===== src/verilog/nfcmc_pkg.sv =====
/*
 * Package for the front-end mode control block: register offsets, field
 * positions, reset values and timing constants.
 * Assumes a single 100 MHz core clock and a plain register port.
 */
package nfcmc_pkg;

  // Register offsets (byte index on the plain port)
  localparam logic [7:0] ADDR_IO_CFG1   = 8'h00;
  localparam logic [7:0] ADDR_IO_CFG2   = 8'h01;
  localparam logic [7:0] ADDR_OP_CTRL   = 8'h02;
  localparam logic [7:0] ADDR_MODE_DEF  = 8'h03;
  localparam logic [7:0] ADDR_RX_CFG    = 8'h04;
  localparam logic [7:0] ADDR_TX_DRV    = 8'h05;
  localparam logic [7:0] ADDR_LM_CFG    = 8'h06;
  localparam logic [7:0] ADDR_LM_IMP    = 8'h07;
  localparam logic [7:0] ADDR_STATUS    = 8'h08;
  localparam logic [7:0] ADDR_MEM_DATA  = 8'h09;

  // Operation control bits
  localparam int OP_EN_BIT   = 7;
  localparam int OP_RXEN_BIT = 6;
  localparam int OP_RXCHN_BIT = 5;
  localparam int OP_RXMAN_BIT = 4;
  localparam int OP_TXEN_BIT = 3;
  localparam int OP_WU_BIT   = 2;

  // IO configuration 1 / 2 bits
  localparam int IO1_SINGLE_BIT = 7;
  localparam int IO1_OUT2_BIT   = 6;
  localparam int IO2_SLOWUP_BIT = 7;

  // Mode definition / receiver config bits
  localparam int MODE_AM_BIT    = 2;
  localparam int RX_CHSEL_BIT   = 0;
  localparam int RX_AMDSEL_BIT  = 1;

  // Load modulation config bits
  localparam int LM_DRI_BIT     = 0;
  localparam int LM_EXT_BIT     = 1;
  localparam int LM_POL_BIT     = 2;

  // Status bits
  localparam int ST_READY_BIT   = 0;
  localparam int ST_WAKE_BIT    = 1;
  localparam int ST_OSC_BIT     = 2;

  // Reset values; zero driver field selects minimum resistance
  localparam logic [7:0] RST_ZERO   = 8'h00;
  localparam logic [7:0] RST_TX_DRV = 8'h00;

  // Segments per driver
  localparam int DRV_SEGS = 8;

  // Oscillator settle time and cycle count
  localparam int OSC_SETTLE_US  = 10;
  localparam int CLK_MHZ        = 100;
  localparam int OSC_SETTLE_CYC = OSC_SETTLE_US * CLK_MHZ;

  // Wake-up measurement period default, in core cycles
  localparam int WAKE_PERIOD_CYC = 1000;

endpackage : nfcmc_pkg


===== src/verilog/nfcmc_top.sv =====
/*
 * Mode and transmitter/receiver control of an NFC front end.
 * Assumes a host writing registers over a plain synchronous port, an
 * oscillator-good level, a wake measurement result and a modulation bit.
 */
// Chosen here: the address map and the address-and-strobe port.
`timescale 1ns/1ns

// What this block does
// - Reset enters power-down with every register at its default.
// - All operation bits zero: power-down, config ok, memory refused.
// - Enable bit seven gives ready mode, oscillator, regulators, memory access.
// - Ready mode raises interrupt once oscillator is stable.
// - Receiver and transmitter have independent enable bits.
// - Wake bit alone enters wake-up mode with periodic measurements.
// - Wake-up mode interrupts when measurement differs from reference.
// - Single driver bit uses one driver; select bit picks which.
// - Eight weighted segments; four-bit resistance field, default minimum.
// - Mode bit picks AM or OOK; OOK stops carrier, AM uses supply.
// - Four-bit AM depth field in driver register.
// - Internal and external load modulation selectable, both allowed.
// - Idle and modulated impedance fields; swapping inverts polarity.
// - External gate carries modulation signal, inverted by polarity bit.
// - Receiver on when enable set; auto channel unless manual.
// - Channel select picks AM/I at 0, PM/Q at 1 when manual.
// - Receiver bit picks peak detector or synchronous mixer demodulator.
module nfcmc_top (
  input  wire logic       core_clk,        // 100 MHz clock
  input  wire logic       rst_b,           // Async reset, active low
  input  wire logic       clk_en,          // Freezes all state when low
  input  wire logic [7:0] reg_addr,        // Register address
  input  wire logic [7:0] reg_wdata,       // Write data
  input  wire logic       reg_wr,          // Write strobe
  input  wire logic       reg_rd,          // Read strobe
  output logic      [7:0] reg_rdata,       // Read data, cycle after strobe
  input  wire logic       osc_stable,      // Oscillator amplitude/freq good
  input  wire logic       wake_differs,    // Measurement differs from ref
  input  wire logic       mod_signal,      // Digital modulation signal
  input  wire logic       tx_bit,          // Modulated state of transmitter
  output logic            irq,             // Interrupt request, level
  output logic            osc_enable,      // Crystal oscillator enable
  output logic            reg_enable,      // Regulators enable
  output logic            antenna_tuning,  // Tuning outputs enable
  output logic            rc_osc_enable,   // Low-power RC oscillator
  output logic            wake_measure,    // Wake-up measurement pulse
  output logic            rx_on,           // Receiver powered
  output logic            rx_chan_auto,    // Automatic channel selection
  output logic            rx_chan_pm,      // Manual channel is PM/Q
  output logic            rx_use_mixer,    // Mixer demodulator selected
  output logic            antenna_output_one, // Driver one active
  output logic            antenna_output_two, // Driver two active
  output logic      [7:0] drv_segments,    // Segments turned on
  output logic            drv_from_am,     // Drivers run from AM supply
  output logic      [3:0] am_depth_field,  // AM modulation depth
  output logic            external_modulation_gate, // External MOS gate
  output logic            mem_access_ok,   // Memory/FIFO accessible
  output logic            mem_refused      // Pulse on refused memory access
);

  typedef struct packed {
    logic [7:0]  io1, io2, op, mode, rxc, txd, lmc, lmi;
    logic [7:0]  rdata;
    logic        irq_pend;
    logic        osc_seen;
    logic [15:0] settle_cnt;
    logic [15:0] wake_cnt;
    logic        wake_pulse;
    logic        refused;
    logic        gate;
    logic [7:0]  segs;
  } nfcmc_state_s;

  nfcmc_state_s st_reg, st_next;

  // Ready when enable set; wake only when wake bit is the lone bit
  function automatic logic is_ready(input logic [7:0] op);
    is_ready = op[nfcmc_pkg::OP_EN_BIT];
  endfunction

  function automatic logic is_wake(input logic [7:0] op);
    is_wake = (op == (8'h01 << nfcmc_pkg::OP_WU_BIT));
  endfunction

  // Thermometer of segments from a four-bit resistance code: 0 => all on
  function automatic logic [7:0] seg_map(input logic [3:0] res);
    logic [7:0] m;
    m = 8'hff >> res[2:0];
    seg_map = res[3] ? 8'h00 : m;
  endfunction

  logic ready, wake, tx_en, single, out2, mod_am, drv_lm;
  logic [3:0] idle_res, mod_res;

  // Current mode: decides refusals, status and the timers
  always_comb begin
    ready    = is_ready(st_reg.op);
    wake     = is_wake(st_reg.op);
  end

  always_comb begin
    st_next = st_reg;
    st_next.refused = 1'b0;
    st_next.wake_pulse = 1'b0;
    // Configuration writes accepted in every mode; memory needs ready
    if (reg_wr) begin
      case (reg_addr)
        nfcmc_pkg::ADDR_IO_CFG1:  st_next.io1 = reg_wdata;
        nfcmc_pkg::ADDR_IO_CFG2:  st_next.io2 = reg_wdata;
        nfcmc_pkg::ADDR_OP_CTRL:  st_next.op  = reg_wdata;
        nfcmc_pkg::ADDR_MODE_DEF: st_next.mode = reg_wdata;
        nfcmc_pkg::ADDR_RX_CFG:   st_next.rxc = reg_wdata;
        nfcmc_pkg::ADDR_TX_DRV:   st_next.txd = reg_wdata;
        nfcmc_pkg::ADDR_LM_CFG:   st_next.lmc = reg_wdata;
        nfcmc_pkg::ADDR_LM_IMP:   st_next.lmi = reg_wdata;
        nfcmc_pkg::ADDR_MEM_DATA: st_next.refused = ~ready;
        default: ;
      endcase
    end
    // Driver controls except the TX resistance field follow the value being
    // written, so those outputs move one cycle after the write strobe, not two
    tx_en    = st_next.op[nfcmc_pkg::OP_TXEN_BIT] & is_ready(st_next.op);
    single   = st_next.io1[nfcmc_pkg::IO1_SINGLE_BIT];
    out2     = st_next.io1[nfcmc_pkg::IO1_OUT2_BIT];
    mod_am   = st_next.mode[nfcmc_pkg::MODE_AM_BIT];
    drv_lm   = st_next.lmc[nfcmc_pkg::LM_DRI_BIT];
    idle_res = st_next.lmi[3:0];
    mod_res  = st_next.lmi[7:4];
    st_next.rdata = 8'h00;
    if (reg_rd) begin
      case (reg_addr)
        nfcmc_pkg::ADDR_IO_CFG1:  st_next.rdata = st_reg.io1;
        nfcmc_pkg::ADDR_IO_CFG2:  st_next.rdata = st_reg.io2;
        nfcmc_pkg::ADDR_OP_CTRL:  st_next.rdata = st_reg.op;
        nfcmc_pkg::ADDR_MODE_DEF: st_next.rdata = st_reg.mode;
        nfcmc_pkg::ADDR_RX_CFG:   st_next.rdata = st_reg.rxc;
        nfcmc_pkg::ADDR_TX_DRV:   st_next.rdata = st_reg.txd;
        nfcmc_pkg::ADDR_LM_CFG:   st_next.rdata = st_reg.lmc;
        nfcmc_pkg::ADDR_LM_IMP:   st_next.rdata = st_reg.lmi;
        nfcmc_pkg::ADDR_STATUS:   st_next.rdata = {5'h00,
            st_reg.osc_seen, wake, ready};
        nfcmc_pkg::ADDR_MEM_DATA: st_next.refused = ~ready;
        default: ;
      endcase
    end
    // Stable oscillator after ready entry raises one interrupt
    if (!ready) begin
      st_next.osc_seen = 1'b0;
      st_next.settle_cnt = 16'h0000;
    end else if (!st_reg.osc_seen && osc_stable) begin
      if (st_reg.settle_cnt ==
          16'(nfcmc_pkg::OSC_SETTLE_CYC - 1)) begin
        st_next.osc_seen = 1'b1;
        st_next.irq_pend = 1'b1;
      end else begin
        st_next.settle_cnt = st_reg.settle_cnt + 16'h0001;
      end
    end
    // Periodic measurement timer in wake-up mode
    if (wake) begin
      if (st_reg.wake_cnt ==
          16'(nfcmc_pkg::WAKE_PERIOD_CYC - 1)) begin
        st_next.wake_cnt = 16'h0000;
        st_next.wake_pulse = 1'b1;
      end else begin
        st_next.wake_cnt = st_reg.wake_cnt + 16'h0001;
      end
      if (wake_differs) begin
        st_next.irq_pend = 1'b1;
      end
    end else begin
      st_next.wake_cnt = 16'h0000;
    end
    // Status read clears interrupt; a new event in the same cycle wins
    if (reg_rd && reg_addr == nfcmc_pkg::ADDR_STATUS &&
        !(ready && !st_reg.osc_seen && osc_stable &&
          st_reg.settle_cnt == 16'(nfcmc_pkg::OSC_SETTLE_CYC - 1)) &&
        !(wake && wake_differs)) begin
      st_next.irq_pend = 1'b0;
    end
    // External gate follows modulation signal, optional inversion
    st_next.gate = st_next.lmc[nfcmc_pkg::LM_EXT_BIT] &
        (mod_signal ^ st_next.lmc[nfcmc_pkg::LM_POL_BIT]);
    // Segment pattern: TX resistance, or load-modulation impedances
    if (!tx_en) begin
      st_next.segs = 8'h00;
    end else if (drv_lm) begin
      st_next.segs = seg_map(tx_bit ? mod_res : idle_res);
    end else if (tx_bit && !mod_am) begin
      st_next.segs = 8'h00;
    end else begin
      st_next.segs = seg_map(st_reg.txd[3:0]);
    end
  end

  always_ff @(posedge core_clk or negedge rst_b) begin
    if (!rst_b) begin
      st_reg <= '0;
    end else if (clk_en) begin
      st_reg <= st_next;
    end
  end

  always_ff @(posedge core_clk or negedge rst_b) begin
    if (!rst_b) begin
      reg_rdata <= 8'h00;
      irq <= 1'b0;
      osc_enable <= 1'b0;
      reg_enable <= 1'b0;
      antenna_tuning <= 1'b0;
      rc_osc_enable <= 1'b0;
      wake_measure <= 1'b0;
      rx_on <= 1'b0;
      rx_chan_auto <= 1'b0;
      rx_chan_pm <= 1'b0;
      rx_use_mixer <= 1'b0;
      antenna_output_one <= 1'b0;
      antenna_output_two <= 1'b0;
      drv_segments <= 8'h00;
      drv_from_am <= 1'b0;
      am_depth_field <= 4'h0;
      external_modulation_gate <= 1'b0;
      mem_access_ok <= 1'b0;
      mem_refused <= 1'b0;
    end else if (clk_en) begin
      reg_rdata <= st_next.rdata;
      irq <= st_next.irq_pend;
      osc_enable <= is_ready(st_next.op);
      reg_enable <= is_ready(st_next.op);
      antenna_tuning <= is_ready(st_next.op);
      mem_access_ok <= is_ready(st_next.op);
      rc_osc_enable <= is_wake(st_next.op);
      wake_measure <= st_next.wake_pulse;
      rx_on <= is_ready(st_next.op) &
          st_next.op[nfcmc_pkg::OP_RXEN_BIT];
      rx_chan_auto <= ~st_next.op[nfcmc_pkg::OP_RXCHN_BIT] &
          ~st_next.op[nfcmc_pkg::OP_RXMAN_BIT];
      rx_chan_pm <= st_next.rxc[nfcmc_pkg::RX_CHSEL_BIT];
      rx_use_mixer <= st_next.rxc[nfcmc_pkg::RX_AMDSEL_BIT];
      // Single driver: select bit picks output; else both drive
      antenna_output_one <= tx_en & ~(single & out2);
      antenna_output_two <= tx_en & ~(single & ~out2);
      drv_segments <= st_next.segs;
      drv_from_am <= tx_en & mod_am & tx_bit & ~drv_lm;
      am_depth_field <= st_next.txd[7:4];
      external_modulation_gate <= st_next.gate;
      mem_refused <= st_next.refused;
    end
  end

  // Assertions: outputs are registered from the next-state copy, so
  // they agree with st_reg after every edge, frozen or not

  // Enable write reaches ready mode at the next edge
  property p_ready_entry;
    @(posedge core_clk) disable iff (!rst_b)
      clk_en && reg_wr && reg_addr == nfcmc_pkg::ADDR_OP_CTRL &&
      reg_wdata[nfcmc_pkg::OP_EN_BIT] |=> osc_enable && mem_access_ok;
  endproperty
  a_ready_entry: assert property (p_ready_entry)
    else $error("ready mode not entered after enable write");

  // Ready mode brings oscillator, regulators and tuning together
  property p_ready_group;
    @(posedge core_clk) disable iff (!rst_b)
      mem_access_ok |-> osc_enable && reg_enable && antenna_tuning;
  endproperty
  a_ready_group: assert property (p_ready_group)
    else $error("ready mode resources not all enabled");

  // Memory access outside ready mode must be flagged
  property p_refuse;
    @(posedge core_clk) disable iff (!rst_b)
      clk_en && (reg_wr || reg_rd) &&
      reg_addr == nfcmc_pkg::ADDR_MEM_DATA && !mem_access_ok
      |=> mem_refused;
  endproperty
  a_refuse: assert property (p_refuse)
    else $error("memory access in power-down not refused");

  // Drivers stay silent in power-down whatever the enable bits say
  property p_tx_off;
    @(posedge core_clk) disable iff (!rst_b)
      !mem_access_ok |-> drv_segments == 8'h00 &&
        !antenna_output_one && !antenna_output_two;
  endproperty
  a_tx_off: assert property (p_tx_off)
    else $error("drivers active outside ready mode");

  // Receiver only powered in ready mode
  property p_rx_ready;
    @(posedge core_clk) disable iff (!rst_b)
      rx_on |-> mem_access_ok;
  endproperty
  a_rx_ready: assert property (p_rx_ready)
    else $error("receiver on outside ready mode");

  // Single-driver mode never drives both outputs
  property p_single;
    @(posedge core_clk) disable iff (!rst_b)
      st_reg.io1[nfcmc_pkg::IO1_SINGLE_BIT] |->
        !(antenna_output_one && antenna_output_two);
  endproperty
  a_single: assert property (p_single)
    else $error("both drivers active in single mode");

  // Modulation supply only used in AM mode
  property p_am_supply;
    @(posedge core_clk) disable iff (!rst_b)
      drv_from_am |-> st_reg.mode[nfcmc_pkg::MODE_AM_BIT];
  endproperty
  a_am_supply: assert property (p_am_supply)
    else $error("modulation supply used in OOK mode");

  // External gate idle unless external modulation is selected
  property p_gate_off;
    @(posedge core_clk) disable iff (!rst_b)
      !st_reg.lmc[nfcmc_pkg::LM_EXT_BIT] |-> !external_modulation_gate;
  endproperty
  a_gate_off: assert property (p_gate_off)
    else $error("external gate driven while not selected");

  // Wake-up mode runs on the RC oscillator, never the crystal
  property p_wake_rc;
    @(posedge core_clk) disable iff (!rst_b)
      rc_osc_enable |-> !osc_enable;
  endproperty
  a_wake_rc: assert property (p_wake_rc)
    else $error("crystal enabled in wake-up mode");

  // Measurements are only scheduled in wake-up mode
  property p_wake_pulse;
    @(posedge core_clk) disable iff (!rst_b)
      wake_measure |-> rc_osc_enable;
  endproperty
  a_wake_pulse: assert property (p_wake_pulse)
    else $error("measurement pulse outside wake-up mode");

  // Main scenarios
  c_irq: cover property (@(posedge core_clk) disable iff (!rst_b)
    irq);
  c_wake_measure: cover property (@(posedge core_clk) disable iff (!rst_b)
    wake_measure);
  c_refused: cover property (@(posedge core_clk) disable iff (!rst_b)
    mem_refused);
endmodule // nfcmc_top


===== config.mk =====
export PLATFORM = sky130hd
export DESIGN_NAME = nfcmc_top
export DESIGN_NICKNAME = d
export VERILOG_FILES = /design/src/verilog/nfcmc_pkg.sv /design/src/verilog/nfcmc_top.sv
export SDC_FILE = /design/constraint.sdc
export NUM_CORES = 1
export LEC_CHECK = 0
export ABC_CLOCK_PERIOD_IN_PS = 5510
export BUFFER_PORTS_ARGS = -buffer_cell sky130_fd_sc_hd__buf_2
export CAP_MARGIN = 20
export CELL_PAD_IN_SITES_DETAIL_PLACEMENT = 0
export CELL_PAD_IN_SITES_GLOBAL_PLACEMENT = 2
export CORE_AREA = 2 2 127 129
export DETAILED_ROUTE_END_ITERATION = 8
export DIE_AREA = 0 0 129 131
export PLACE_DENSITY_LB_ADDON = 0.1
export SYNTH_ARGS = -nofsm -noshare
export SYNTH_HDL_FRONTEND = slang
export SYNTH_SLANG_ARGS = --single-unit

===== constraint.sdc =====
create_clock -name core_clk -period 5.51 [get_ports core_clk]
set_clock_uncertainty 0.15 [all_clocks]
set_input_delay 1.3775 -clock core_clk [delete_from_list [all_inputs] [get_ports core_clk]]
set_output_delay 1.3775 -clock core_clk [all_outputs]
set_load 0.01 [all_outputs]

==> out/qor.yml <==
grt_remaining_overflow: 0
irDropWorstVdd_uv: 206
power.leakage_nw: 3.40
placementRows: 46
synth-simple-area-share_pct: 16.5
cap_violations: 0
cts_tree: "yes"
most-common-layout-cells: "dfrtp_1, mux2_2, buf_2, nor2_1, nand2_1"
synth-warning-count: 0
syn_to_final_growth_pct: 15.4
cts_buffers: 17
detailroute.via_count: 4750
design.die.area_mm2: 0.0169
path_buf_inv: 1
num_io_pins: 61
coreArea_mm2: 0.0156
synthesis.area_per_instance_um2: 11.0
detailed_routing_iterations_pass_1: 5
post_synth_num_cell_types: 64
post_cts.repair.setup_buffers: 0
layout-drive-gt1-share_pct: 28.7
path_cells: "buf_2 -> or4_4 -> nor2_1 -> nand2_1 -> nor4_2 -> mux2_2"
setup_slack_after_layout_ns: 1.79
io_buffer_count: 60
maxSlewViolCount: 0
relSlewSlack_pct: 33.2
finish_stage_setup_viols: 0
synth_sequential_area_ratio_pct: 48.3
setup_tns_ns: 0
crit_family: "simple AND/OR/NAND/NOR gates"
time_the_final_worst_path_needs_with_i_o_delays_and_setup_ns: 3.72
synthesis.area_mm2: 0.00637
async_reset_ff_share_pct: 100
global_route_wire_length_before_repair_um: 27800
postRouteWirelength_um: 17300
final_hold_violating_endpoints: 0
layout.nets: 654
data_required_time_of_the_worst_path_ns: 5.66
vias_per_cell: 5.55
synth_compound_gate_area_share_pct: 9.15
share_of_synthesized_cell_area_in_full_adder_half_adder_and_majority_cells_pct: 0.393
antenna_cells: 0
insertion_delay_ns: 0.42
yosys-mux-area-fraction_pct: 17.8
synth_top_area_share_pct: 48.3
most_common_cell_after_layout_fill_and_taps_aside: "dfrtp_1"
drt_drc_violations_left: 0
fin_util_pct: 47.1
first_global_vias: 4698
clk_root_buffer_cell: "clkbuf_16"
worst-slew-pin-transition_ns: 1.00
largest_reg_flops: 92
wire_per_inst_um: 20.2
cts_hold_repair.buffers: 0
cpMaxStageDelayCell: "nor4_2"
number_of_antenna_violations_at_the_first_check_in_global_routing: 0
place_inst: 824
postSynthRegisterBits: 123
timing.setup.critical_path_class: "input port to flop"
final_antenna_net_count: 0
grt_start_max_net_pins: 59
rsz0062_at_grt: "no"
p_per_area_mw_per_mm2: 292
mappedNetlistNets: 608
final_cell_count_no_fill: 856
floorplan.initialDensity_pct: 40.8
clk_path_buf_depth: 2
main_combinational_cell_family_by_area_after_synthesis: "multiplexers"
netlist_top_cells_area: "dfrtp_1, mux2_2, nor2_1"
final.period_utilization_pct: 67.5
cts-resized-gates: 0
worst_setup_path_end_kind: "flop"
chipWidth_um: 129
synth_cells: 581
cp_slowest_stage_delay_ns: 0.70
globalRouteTotalUtil_pct: 22.1
clock_sink_count: 123
synth_enable_flop_cells: 0
synthXorXnorAreaFrac_pct: 3.99
die_height_um: 131
pre_cts_ws_ns: 1.39
detailed_place_hpwl_um: 12000
ys.flop_type: "dfrtp_1"
initialDrtViolationCount: 363
hp-class: "flop to flop"
path_max_fanout: 9
synthDominantAreaCellType: "dfrtp_1"
htreeDepth: 4
run_status: "complete, no violations"
place.gp.congestion: 0.830
cp_data_arrival_time_ns: 3.88
clk_pin_slew_ns: 0.06
maximum_clock_rate_ghz: 0.269
worst_setup_path_start_kind: "input port"
fill_cells: 1463
logic make-up (layout without fill, tap and decap cells):
group / count (synthesis) / count (layout)
AND/OR/NAND/NOR: 203 / 203
flip-flops: 123 / 123
multiplexers: 92 / 92
AO/OA/AOI/OAI: 82 / 82
buffers and inverters: 50 / 109
XOR/XNOR: 29 / 29
adder cells (fa/ha/maj): 2 / 2
report_power, final:
| group | switching [mW] | internal (mW) |
|---|---|---|
| Sequential | 0.0159 | 0.920 |
| Clock | 0.431 | 0.630 |
| Combinational | 0.0974 | 0.0471 |
| Total | 0.544 | 1.60 |
cell usage after synthesis, types with 14 or more instances:
| cell | n |
|---|---|
| clkbuf_1 | 22 |
| o2bb2ai_1 | 14 |
| nor2_1 | 56 |
| dfrtp_1 | 123 |
| nand2_1 | 47 |
| xor2_1 | 14 |
| o21ai_0 | 17 |
| mux2_2 | 65 |
| nand3_1 | 22 |
| mux2i_1 | 17 |
| xnor2_1 | 15 |
layout make-up:
type                       count  area (um^2)  share of cell area, %
clock buffer                  18          439                   5.98
clock inverter                14          123                   1.67
tap                          216          270                   3.68
inverter                      10         37.5                  0.511
multi-input combinational    408         3050                   41.4
sequential                   123         3080                   41.9
timing repair buffer          67          355                   4.84
metal layers:
metal / track usage, % / vias to the layer above / share of wire (%)
li1: - / 2212 / -
met1: 31.1 / 2421 / 47
met2: 34.7 / 109 / 48
met3: 5.25 / 8 / 4.8
met4: 5.24 / 0 / 0.51
met5: 0 / - / 0
stage by stage:
step	instance area, um^2	power [mW]	hold WS (ns)
floorplan	6370	1.03	0.318
global placement	6790	1.10	0.313
detailed placement	6790	1.10	0.323
CTS	7350	2.17	0.341
global route	7350	2.22	0.357
finish	7350	2.14	0.341
worst register-to-register path: stages (launching register included):
cell and delay (ns):
dfrtp_1 0.38, ha_1 0.20, nor4bb_1 0.26, nand4_1 0.30, a21oi_1 0.86, nor2_1 0.12
worst paths after layout:
path	start	endpoint	slack [ns]	cells after the start
setup / recovery	reg_addr[5]	st_reg[78]$_DFFE_PN0P_	1.79	6
hold / removal	mem_refused$_DFFE_PN0P_	mem_refused$_DFFE_PN0P_	0.34	1
setup reg to reg	st_reg[11]$_DFFE_PN0P_	st_reg[17]$_DFFE_PN0P_	3.10	5
hold reg to reg	mem_refused$_DFFE_PN0P_	mem_refused$_DFFE_PN0P_	0.34	1
max in group asynchronous	rst_b	st_reg[71]$_DFFE_PN0P_	3.33	2
min in group asynchronous	rst_b	st_reg[16]$_DFFE_PN0P_	0.86	1
No activity file was read; power rests on OpenSTA's default activity.
